[src/frmr_pkg.sv]
package frmr_pkg;

  // ****************************************
  // register indices
  // ****************************************
  localparam logic [31:0] IDX_FIXED_16K_TYPES_LOW  = 32'h0000_0258;
  localparam logic [31:0] IDX_FIXED_16K_TYPES_HIGH = 32'h0000_0259;
  localparam logic [31:0] IDX_FIXED_4K_TYPES_C0    = 32'h0000_0268;

  // ****************************************
  // layout
  // ****************************************
  localparam int NUM_REGS    = 3;
  localparam int NUM_FIELDS  = 8;
  localparam int FIELD_W     = 8;
  localparam int REG_W       = 64;
  localparam int ADDR_W      = 20;
  localparam int SEL_LOW     = 0;
  localparam int SEL_HIGH    = 1;
  localparam int SEL_4K      = 2;

  // ****************************************
  // address decode of the fixed ranges
  // ****************************************
  localparam logic [1:0] RANGE_16K_TOP = 2'h2;   // addr[19:18] for 80000h..bffffh
  localparam logic [4:0] RANGE_4K_TOP  = 5'h18;  // addr[19:15] for c0000h..c7fffh
  localparam int A16K_REG_BIT = 17;
  localparam int A16K_FLD_HI  = 16;
  localparam int A16K_FLD_LO  = 14;
  localparam int A4K_FLD_HI   = 14;
  localparam int A4K_FLD_LO   = 12;

  // ****************************************
  // default set of legal type codes (one bit per code)
  // ****************************************
  localparam logic [255:0] LEGAL_TYPES_DEFAULT = 256'h73;

  // ****************************************
  // carriers
  // ****************************************
  typedef struct packed {
    logic             valid;
    logic             write;
    logic [31:0]      index;
    logic [REG_W-1:0] wdata;
  } frmr_req_t;

  typedef struct packed {
    logic             ack;
    logic             gp_fault;
    logic             unmapped;
    logic [REG_W-1:0] rdata;
  } frmr_rsp_t;

  typedef struct packed {
    logic               hit;
    logic [FIELD_W-1:0] mem_type;
  } frmr_look_t;

endpackage

[src/frmr_regs.sv]
`timescale 1ns/1ps
module frmr_regs #(
  parameter logic [255:0] LEGAL_TYPES = frmr_pkg::LEGAL_TYPES_DEFAULT
) (
  // clock and reset
  input  wire logic                          clock_in,
  input  wire logic                          srst_in,
  // register access
  input  wire frmr_pkg::frmr_req_t           req_in,
  output frmr_pkg::frmr_rsp_t                rsp_out,
  // type lookup
  input  wire logic [frmr_pkg::ADDR_W-1:0]   look_addr_in,
  output frmr_pkg::frmr_look_t               look_out
);

  // ****************************************
  // storage
  // ****************************************
  logic [frmr_pkg::NUM_REGS-1:0][frmr_pkg::NUM_FIELDS-1:0][frmr_pkg::FIELD_W-1:0] types;
  logic [frmr_pkg::NUM_REGS-1:0][frmr_pkg::NUM_FIELDS-1:0][frmr_pkg::FIELD_W-1:0] next_types;
  frmr_pkg::frmr_rsp_t  rsp;
  frmr_pkg::frmr_rsp_t  next_rsp;
  frmr_pkg::frmr_look_t look;
  frmr_pkg::frmr_look_t next_look;

  logic                              mapped;
  logic [1:0]                        sel;
  logic [frmr_pkg::NUM_FIELDS-1:0]   bad_field;
  logic                              bad_write;

  // ****************************************
  // index decode
  // ****************************************
  always_comb begin
    mapped = 1'b1;
    sel    = 2'(frmr_pkg::SEL_LOW);
    unique case (req_in.index)
      frmr_pkg::IDX_FIXED_16K_TYPES_LOW:  sel = 2'(frmr_pkg::SEL_LOW);
      frmr_pkg::IDX_FIXED_16K_TYPES_HIGH: sel = 2'(frmr_pkg::SEL_HIGH);
      frmr_pkg::IDX_FIXED_4K_TYPES_C0:    sel = 2'(frmr_pkg::SEL_4K);
      default:                            mapped = 1'b0;
    endcase
  end

  // ****************************************
  // type code check per field
  // ****************************************
  for (genvar f = 0; f < frmr_pkg::NUM_FIELDS; f++) begin : g_chk
    assign bad_field[f] =
      !LEGAL_TYPES[req_in.wdata[f*frmr_pkg::FIELD_W +: frmr_pkg::FIELD_W]];
  end
  assign bad_write = |bad_field;

  // ****************************************
  // register access
  // ****************************************
  always_comb begin
    next_types = types;
    next_rsp   = '0;
    if (req_in.valid) begin
      next_rsp.ack      = 1'b1;
      next_rsp.unmapped = !mapped;
      if (req_in.write) begin
        if (mapped && bad_write) begin
          next_rsp.gp_fault = 1'b1;
        end else if (mapped) begin
          next_types[sel] = req_in.wdata;
        end
      end else if (mapped) begin
        next_rsp.rdata = types[sel];
      end
    end
  end

  // fields keep no reset value
  always_ff @(posedge clock_in) begin
    types <= next_types;
  end

  always_ff @(posedge clock_in) begin
    if (srst_in) begin
      rsp <= '0;
    end else begin
      rsp <= next_rsp;
    end
  end
  assign rsp_out = rsp;

  // ****************************************
  // range lookup
  // ****************************************
  always_comb begin
    next_look = '0;
    if (look_addr_in[19:18] == frmr_pkg::RANGE_16K_TOP) begin
      next_look.hit      = 1'b1;
      next_look.mem_type = types[look_addr_in[frmr_pkg::A16K_REG_BIT]]
        [look_addr_in[frmr_pkg::A16K_FLD_HI:frmr_pkg::A16K_FLD_LO]];
    end else if (look_addr_in[19:15] == frmr_pkg::RANGE_4K_TOP) begin
      next_look.hit      = 1'b1;
      next_look.mem_type = types[frmr_pkg::SEL_4K]
        [look_addr_in[frmr_pkg::A4K_FLD_HI:frmr_pkg::A4K_FLD_LO]];
    end
  end

  always_ff @(posedge clock_in) begin
    if (srst_in) begin
      look <= '0;
    end else begin
      look <= next_look;
    end
  end
  assign look_out = look;

  // ****************************************
  // checks
  // ****************************************
  AST_LOW_FIELD0: assert property (@(posedge clock_in) disable iff (srst_in)
    look_addr_in >= 20'h80000 && look_addr_in <= 20'h83fff
    |=> look_out.hit && look_out.mem_type == $past(types[0][0]))
    else $error("80000h range does not read low register bits 7-0");

  AST_LOW_FIELD7: assert property (@(posedge clock_in) disable iff (srst_in)
    look_addr_in >= 20'h9c000 && look_addr_in <= 20'h9ffff
    |=> look_out.hit && look_out.mem_type == $past(types[0][7]))
    else $error("9c000h range does not read low register bits 63-56");

  AST_HIGH_FIELD0: assert property (@(posedge clock_in) disable iff (srst_in)
    look_addr_in >= 20'ha0000 && look_addr_in <= 20'ha3fff
    |=> look_out.hit && look_out.mem_type == $past(types[1][0]))
    else $error("a0000h range does not read high register bits 7-0");

  AST_HIGH_FIELD7: assert property (@(posedge clock_in) disable iff (srst_in)
    look_addr_in >= 20'hbc000 && look_addr_in <= 20'hbffff
    |=> look_out.hit && look_out.mem_type == $past(types[1][7]))
    else $error("bc000h range does not read high register bits 63-56");

  AST_4K_FIELD0: assert property (@(posedge clock_in) disable iff (srst_in)
    look_addr_in >= 20'hc0000 && look_addr_in <= 20'hc0fff
    |=> look_out.hit && look_out.mem_type == $past(types[2][0]))
    else $error("c0000h range does not read 4k register bits 7-0");

  AST_4K_FIELD7: assert property (@(posedge clock_in) disable iff (srst_in)
    look_addr_in >= 20'hc7000 && look_addr_in <= 20'hc7fff
    |=> look_out.hit && look_out.mem_type == $past(types[2][7]))
    else $error("c7000h range does not read 4k register bits 63-56");

  AST_BAD_TYPE: assert property (@(posedge clock_in) disable iff (srst_in)
    req_in.valid && req_in.write && mapped && bad_write
    |=> rsp_out.ack && rsp_out.gp_fault && types == $past(types))
    else $error("undefined type write not refused");

  AST_LOW_FIELD4: assert property (@(posedge clock_in) disable iff (srst_in)
    look_addr_in >= 20'h90000 && look_addr_in <= 20'h93fff
    |=> look_out.mem_type == $past(types[0][4]))
    else $error("90000h range does not read low register bits 39-32");

  AST_LOW_FIELD1: assert property (@(posedge clock_in) disable iff (srst_in)
    look_addr_in >= 20'h84000 && look_addr_in <= 20'h87fff
    |=> look_out.hit && look_out.mem_type == $past(types[0][1]))
    else $error("84000h range does not read low register bits 15-8");

  AST_4K_FIELD1: assert property (@(posedge clock_in) disable iff (srst_in)
    look_addr_in >= 20'hc1000 && look_addr_in <= 20'hc1fff
    |=> look_out.hit && look_out.mem_type == $past(types[2][1]))
    else $error("c1000h range does not read 4k register bits 15-8");

  AST_OUT_OF_RANGE: assert property (@(posedge clock_in) disable iff (srst_in)
    look_addr_in < 20'h80000 || look_addr_in > 20'hc7fff
    |=> look_out == '0)
    else $error("address outside the fixed ranges reported a hit");

  AST_LOW_WRITE: assert property (@(posedge clock_in) disable iff (srst_in)
    req_in.valid && req_in.write && mapped && !bad_write
      && req_in.index == frmr_pkg::IDX_FIXED_16K_TYPES_LOW
    |=> types[frmr_pkg::SEL_LOW] == $past(req_in.wdata))
    else $error("legal write did not land in the low 16k register");

  AST_HIGH_WRITE: assert property (@(posedge clock_in) disable iff (srst_in)
    req_in.valid && req_in.write && mapped && !bad_write
      && req_in.index == frmr_pkg::IDX_FIXED_16K_TYPES_HIGH
    |=> types[frmr_pkg::SEL_HIGH] == $past(req_in.wdata))
    else $error("legal write did not land in the high 16k register");

  AST_4K_WRITE: assert property (@(posedge clock_in) disable iff (srst_in)
    req_in.valid && req_in.write && mapped && !bad_write
      && req_in.index == frmr_pkg::IDX_FIXED_4K_TYPES_C0
    |=> types[frmr_pkg::SEL_4K] == $past(req_in.wdata))
    else $error("legal write did not land in the 4k register");

  AST_GOOD_WRITE: assert property (@(posedge clock_in) disable iff (srst_in)
    req_in.valid && req_in.write && mapped && !bad_write
    |=> rsp_out.ack && !rsp_out.gp_fault)
    else $error("legal write was refused");

  AST_READ_BACK: assert property (@(posedge clock_in) disable iff (srst_in)
    req_in.valid && !req_in.write && mapped
    |=> rsp_out.ack && rsp_out.rdata == $past(types[sel]))
    else $error("read did not return the stored fields");

  AST_UNMAPPED: assert property (@(posedge clock_in) disable iff (srst_in)
    req_in.valid && !mapped
    |=> rsp_out.unmapped && !rsp_out.gp_fault && rsp_out.rdata == '0
        && types == $past(types))
    else $error("unmapped access was not answered quietly");

  AST_ACK_PULSE: assert property (@(posedge clock_in) disable iff (srst_in)
    req_in.valid
    |=> rsp_out.ack)
    else $error("request was not acknowledged one cycle later");

  AST_NO_STRAY_ACK: assert property (@(posedge clock_in) disable iff (srst_in)
    !req_in.valid
    |=> rsp_out == '0)
    else $error("response raised without a request");

  AST_RESET_QUIET: assert property (@(posedge clock_in)
    srst_in
    |=> rsp_out == '0 && look_out == '0)
    else $error("outputs not cleared by reset");

endmodule

[config.mk]
export PLATFORM = sky130hd
export DESIGN_NAME = frmr_regs
export DESIGN_NICKNAME = d
export VERILOG_FILES = /design/src/frmr_pkg.sv /design/src/frmr_regs.sv
export SDC_FILE = /design/constraint.sdc
export NUM_CORES = 1
export LEC_CHECK = 0
export BUFFER_PORTS_ARGS = -buffer_cell sky130_fd_sc_hd__buf_2
export CAP_MARGIN = 20
export CORE_MARGIN = 3
export CORE_UTILIZATION = 60
export CTS_CLUSTER_DIAMETER = 150
export DETAILED_ROUTE_END_ITERATION = 7
export MAX_ROUTING_LAYER = met4
export PLACE_DENSITY = 0.86
export SLEW_MARGIN = 20
export SYNTH_ARGS = -nofsm -noshare
export SYNTH_HDL_FRONTEND = slang
export SYNTH_SLANG_ARGS = --single-unit
export TNS_END_PERCENT = 5
[constraint.sdc]
create_clock -name clock_in -period 18.8 [get_ports clock_in]
set_input_delay 1.88 -clock clock_in [delete_from_list [all_inputs] [get_ports clock_in]]
set_output_delay 1.88 -clock clock_in [all_outputs]
set_load 0.01 [all_outputs]
# After elaboration in Yosys (flattened, before gate mapping)
# Memories as Yosys holds them, arrays and structs flattened.
# Cells that the tools add are included.
[word_totals] latchBits=0 ramBits=0 n_memories=8 input_bits=120 mem_bits_ro=2048 wordCells=105 register_bits=268
[memory_table] name="(no name shown)" depth=256 width=1 rd=1 rd_clocked_by_memory_dff=0 write_ports=0 line="frmr_regs.sv:50" text="!LEGAL_TYPES[req_in.wdata[f*frmr_pkg::FIELD_W +: frmr_pkg::FIELD_W]];"
[memory_table] name="(no name shown)" depth=256 width=1 rd=1 rd_clocked_by_memory_dff=0 write_ports=0 line="frmr_regs.sv:50"
[memory_table] name="(no name shown)" depth=256 width=1 rd=1 rd_clocked_by_memory_dff=0 write_ports=0 line="frmr_regs.sv:50"
[memory_table] name="(no name shown)" depth=256 width=1 rd=1 rd_clocked_by_memory_dff=0 write_ports=0 line="frmr_regs.sv:50"
[memory_table] name="(no name shown)" depth=256 width=1 rd=1 rd_clocked_by_memory_dff=0 write_ports=0 line="frmr_regs.sv:50"
[memory_table] name="(no name shown)" depth=256 width=1 rd=1 rd_clocked_by_memory_dff=0 write_ports=0 line="frmr_regs.sv:50"
[memory_table] name="+2 memories"
[classes] reduce_logical=17 bitwise=4 eq_ne=5 div_mod_pow=0 mul=0 add_sub_neg=0 mux=28 shift=0 n_lt_le_gt_ge=13
[ops] cell="$mux W64" count=6
[ops] cell="$bwmux W192" count=1
[ops] cell="$bmux W64 S2" count=1
[ops] cell="$demux W64 S2" count=1
[ops] cell="$eq A32 B10 Y1 const B" count=3
[ops] cell="$lt A8 B9 Y1 const B" count=8
[ops] cell="$mux W67" count=1
[ops] cell="$bmux W8 S3" count=2
[ops] cell="$mux W9" count=2
[ops] cell="$mux W8" count=2
[ops] cell="$mux W1" count=11
[ops] cell="$logic_not A1 Y1" count=9
[ops] cell="$lt A3 B4 Y1 const B" count=2
[ops] cell="$reduce_or A8 Y1" count=1
[ops] cell="$reduce_or A3 Y1" count=2
[ops] cell="$eq A5 B5 Y1 const B" count=1
[ops] cell="$not A1 Y1" count=4
[ops] cell="$pmux W2 S2" count=1
[ops] cell="$reduce_and A4 Y1" count=1
[ops] cell="$reduce_or A4 Y1" count=1
[ops] cell="$lt A1 B3 Y1 const B" count=1
[ops] cell="$lt A2 B3 Y1 const B" count=1
[ops] cell="$eq A2 B2 Y1 const B" count=1
[ops] cell="$ge A2 B1 Y1 const B" count=1
[ops] cell="2 further kinds" count=3

# Logic depth before layout (Yosys ltp)
[logic_depth] depth_word=8 ltp_mapped=8 depth_no_buf=5

# Worst setup path before layout
# No wires, ideal clock.
[synth_timing] path_type="input to register" from="input req_in[95] (netlist name)" to="register types[0] (netlist name), enable pin" t_required_ps=18235 arrival_ps=7072 path_stages=5 slack_ps=11162 path_buffers=0 setup_time_ps=565 path_cell_list="nor4b_1 nand4_1 nor3_1 nand4_1 nor3_1"
[synth_between] elab_chain_cells=6
[synth_rtl] item="from (decl)" line="frmr_regs.sv:9" text="input wire frmr_pkg::frmr_req_t req_in,"
[synth_rtl] item="$eq A32 B10 Y1" line="frmr_regs.sv:37" text="unique case (req_in.index)"
[synth_rtl] item="$reduce_or A3 Y1 (no line) *"
[synth_rtl] item="$mux W1 *" line="frmr_regs.sv:37"
[synth_rtl] item="$logic_and A1 B1 Y1" line="frmr_regs.sv:64" text="if (mapped && bad_write) begin"
[synth_rtl] item="$not A1 Y1 (no line)"
[synth_rtl] item="$reduce_and A4 Y1 (no line) *"
[synth_rtl] item="to (signal assigned)" line="frmr_regs.sv:77" text="types <= next_types;"
[synth_rtl] item="to (decl)" line="frmr_regs.sv:19" text="logic [frmr_pkg::NUM_REGS-1:0][frmr_pkg::NUM_FIELDS-1:0][frmr_pkg::FIELD_W-1:0] types;"
# Every way passes the cells marked *; elsewhere a longest branch is shown, timed or not.
# A chain may end at the register's enable or synchronous reset.

# Worst setup path in the final report
[layout_timing] from="input req_in[65] (netlist name)" to="register types[54] (netlist name), enable pin"
# The elaborated chain is that of the path after synthesis.

==> impl_metrics.json <==
{
  "finalCriticalPeriod_ns": 5.01,
  "post_drt_wl_per_cell_um": 25.2,
  "crit_end": "types[54]$_DFFE_PP_",
  "p_sw_mw": 0.259,
  "outcome": "complete, no violations",
  "pwr_density_cell_nw_per_um2": 94.4,
  "coreArea_um2": 18000,
  "cts_tree": "done",
  "fin_ws_ns": 13.80,
  "ys_seq_area_share_pct": 65.8,
  "drc": 0,
  "peakVddDrop_mv": 0.0902,
  "crit_path_top_delay_cell": "buf_4",
  "critPathBufInv": 3,
  "hold_buffers": 0,
  "synth-edff-count": 192,
  "syn_to_final_growth_pct": 17.6,
  "p_leak_nw": 4.91,
  "gr-total-overflow": 0,
  "clkLatencyLatePin_ns": 0.54,
  "reg2reg_setup_slack_ns": 16.92,
  "drt_first_iter_violations": 1242,
  "drt_wl_total_um": 29600,
  "cts-htree-levels": 1,
  "cp.arrival_ns": 5.16,
  "antenna_found_initial": 3,
  "tightest_slew_ns": 1.10,
  "max-slew-margin-rel_pct": 26.3,
  "path_clk_slew_ns": 0.06,
  "path_depth": 8,
  "final_cell_mix": "edfxtp_1 (192), buf_2 (183), dfxtp_1 (76)",
  "die_y_um": 142,
  "cts.sinks": 268,
  "fill_cells": 1151,
  "crit_family": "simple AND/OR/NAND/NOR gates",
  "synth_warnings": 0,
  "cp-end-kind": "flop",
  "io_pins": 196,
  "syn_area_um2": 11100,
  "start_kind": "input pin",
  "synth_area_per_cell_um2": 14.7,
  "p_comb_share_pct": 5.1,
  "max_stage_delay_ns": 0.79,
  "grt_pass1_vias": 7718,
  "path_max_fanout": 66,
  "final_nets": 1042,
  "crit_required_ns": 18.96,
  "syn-instance-count": 756,
  "final-hold-violation-count": 0,
  "clock_tree.root_cell": "clkbuf_16",
  "synth_ff_type": "edfxtp_1",
  "drive_above_1_share_pct": 28.9,
  "via_per_inst": 6.86,
  "dr.pass1.iters": 5,
  "num_rows": 49,
  "grt_first_pass_wirelength_um": 44700,
  "fin_setup_tns_ns": 0,
  "ant_nets": 0,
  "async_reset_ff_share_pct": 0,
  "place.gp.congestion": 0.840,
  "cts_setup_buffers": 0,
  "rsz0062_at_grt": "no",
  "final_common_cell": "edfxtp_1",
  "finalMaxSlewViolations": 0,
  "finalCritPeriodShare_pct": 26.6,
  "max_clock_freq_mhz": 200,
  "grt_usage_pct": 29.7,
  "synth_nets": 876,
  "start_util_pct": 61.5,
  "clockPowerShare_pct": 43.4,
  "port-buffer-count": 183,
  "synth-seq-cells": 268,
  "rr_startpoint": "types[86]$_DFFE_PP_",
  "multi_input_area_um2": 3560,
  "grt_max_degree": 79,
  "holdCritPathClass": "reg -> reg",
  "crit_chain": "buf_2 > nor3b_2 > buf_4 > nand4_1 > nor3_1 > nand4_1 > nor3_2 > buf_4",
  "fin_skew_ns": 0.00997,
  "yosysUniqueCellTypes": 45,
  "dieArea_um2": 20100,
  "vias": 8051,
  "clockBufferDepth": 3,
  "p_int_mw": 0.972,
  "r2r_end": "look_out[6]$_SDFF_PP0_",
  "seqCellArea_um2": 7290,
  "max_cap_viol_count": 0,
  "p_seq_share_pct": 51.4,
  "die_w_um": 142,
  "cts_made_buffers": 27,
  "path_class": "in -> reg",
  "startpoint": "req_in[65]",
  "setup_viol": 0,
  "reg2reg_depth": 4,
  "place_ws_ns": 13.26,
  "cts_resized": 0,
  "hpwl_um": 18500,
  "swShare_pct": 21.0
}
-- per-layer routing --
layer	wire (um)	track usage [%]	vias to the layer above
li1	-	-	3386
met1	11200	41.4	3961
met2	13900	44.8	626
met3	3710	6.44	78
met4	811	8.59	0
met5	0	-	-
-- worst min-delay path by stage --
stage                        start                      to  slack (ns)  depth (start not counted)
2_1_floorplan  types[10]$_DFFE_PP_  rsp_out[10]$_SDFF_PP0_        0.49                          2
3_3_place_gp    types[0]$_DFFE_PP_   rsp_out[0]$_SDFF_PP0_        0.51                          2
3_5_place_dp    types[8]$_DFFE_PP_   rsp_out[8]$_SDFF_PP0_        0.52                          2
4_1_cts         types[8]$_DFFE_PP_   rsp_out[8]$_SDFF_PP0_        0.54                          2
5_1_grt         types[0]$_DFFE_PP_   rsp_out[0]$_SDFF_PP0_        0.56                          2
6_report        types[8]$_DFFE_PP_   rsp_out[8]$_SDFF_PP0_        0.54                          2
-- synth_stat cells, types with 5 or more instances --
library cell  number  area (um2)
nand3_1           25         125
nor4_1            21         131
mux2i_1           16         160
a22oi_1           73         548
buf_2              6        30.0
a21oi_1           15        75.1
nor2_1            70         263
edfxtp_1         192        5770
mux4_2            26         586
nand4_1            5        31.3
nand2b_1           5        31.3
a22o_1            64         561
clkbuf_1          39         146
buf_1              6        22.5
mux4_1            14         368
nand3b_1          15         113
inv_1              7        26.3
dfxtp_1           76        1520
and3_1             7        43.8
a221oi_1           8        70.1
nor2b_1           12        75.1
nand2_1            7        26.3
o21ai_0           15        75.1
-- through the flow --
stage          hold slack [ns]  instance area [um2]  std cells  total power [mW]  util [%]
2_1_floorplan            0.487                11100        756             0.679         -
3_3_place_gp             0.513                12100       1122             0.706      67.4
3_5_place_dp             0.525                12100       1122             0.708      67.4
4_1_cts                  0.539                13000       1171              1.23      72.3
5_1_grt                  0.564                13000       1174              1.26      72.3
6_report                 0.536                13000       1174              1.23      72.3
-- sequential cells by signal, summed over array words and instances, names as in the netlist --
name      count
rsp_out      67
look_out      9
types       192
-- area by class of cell --
cell class	count	area share, %
multi-input combinational	425	27.3
antenna	3	0.0576
sequential	268	55.9
clock buffer	33	5.51
clock inverter	16	1.26
inverter	7	0.202
timing repair buffer	193	7.60
tap	229	2.20
-- worst min-delay path: stages (launching register included) --
cell,delay [ns]
edfxtp_1,0.34
a22oi_1,0.08
nor2_1,0.08
-- cells by family after synthesis --
| group | count (synthesis) | synth area share, % |
|---|---|---|
| compound gates | 182 | 12.5 |
| mux | 56 | 10.0 |
| simple gates | 187 | 9.19 |
| buf+inv | 63 | 2.53 |
| flops | 268 | 65.8 |
-- power by group through the flow --
stage | logic [mW] | registers (mW) | clock network (mW)
2_1_floorplan | 0.0326 | 0.647 | 0
3_3_place_gp | 0.0602 | 0.646 | 0
3_5_place_dp | 0.0619 | 0.646 | 0
4_1_cts | 0.0622 | 0.633 | 0.538
5_1_grt | 0.0673 | 0.633 | 0.561
6_report | 0.0634 | 0.633 | 0.534
No activity file was read; power rests on OpenSTA's default activity.
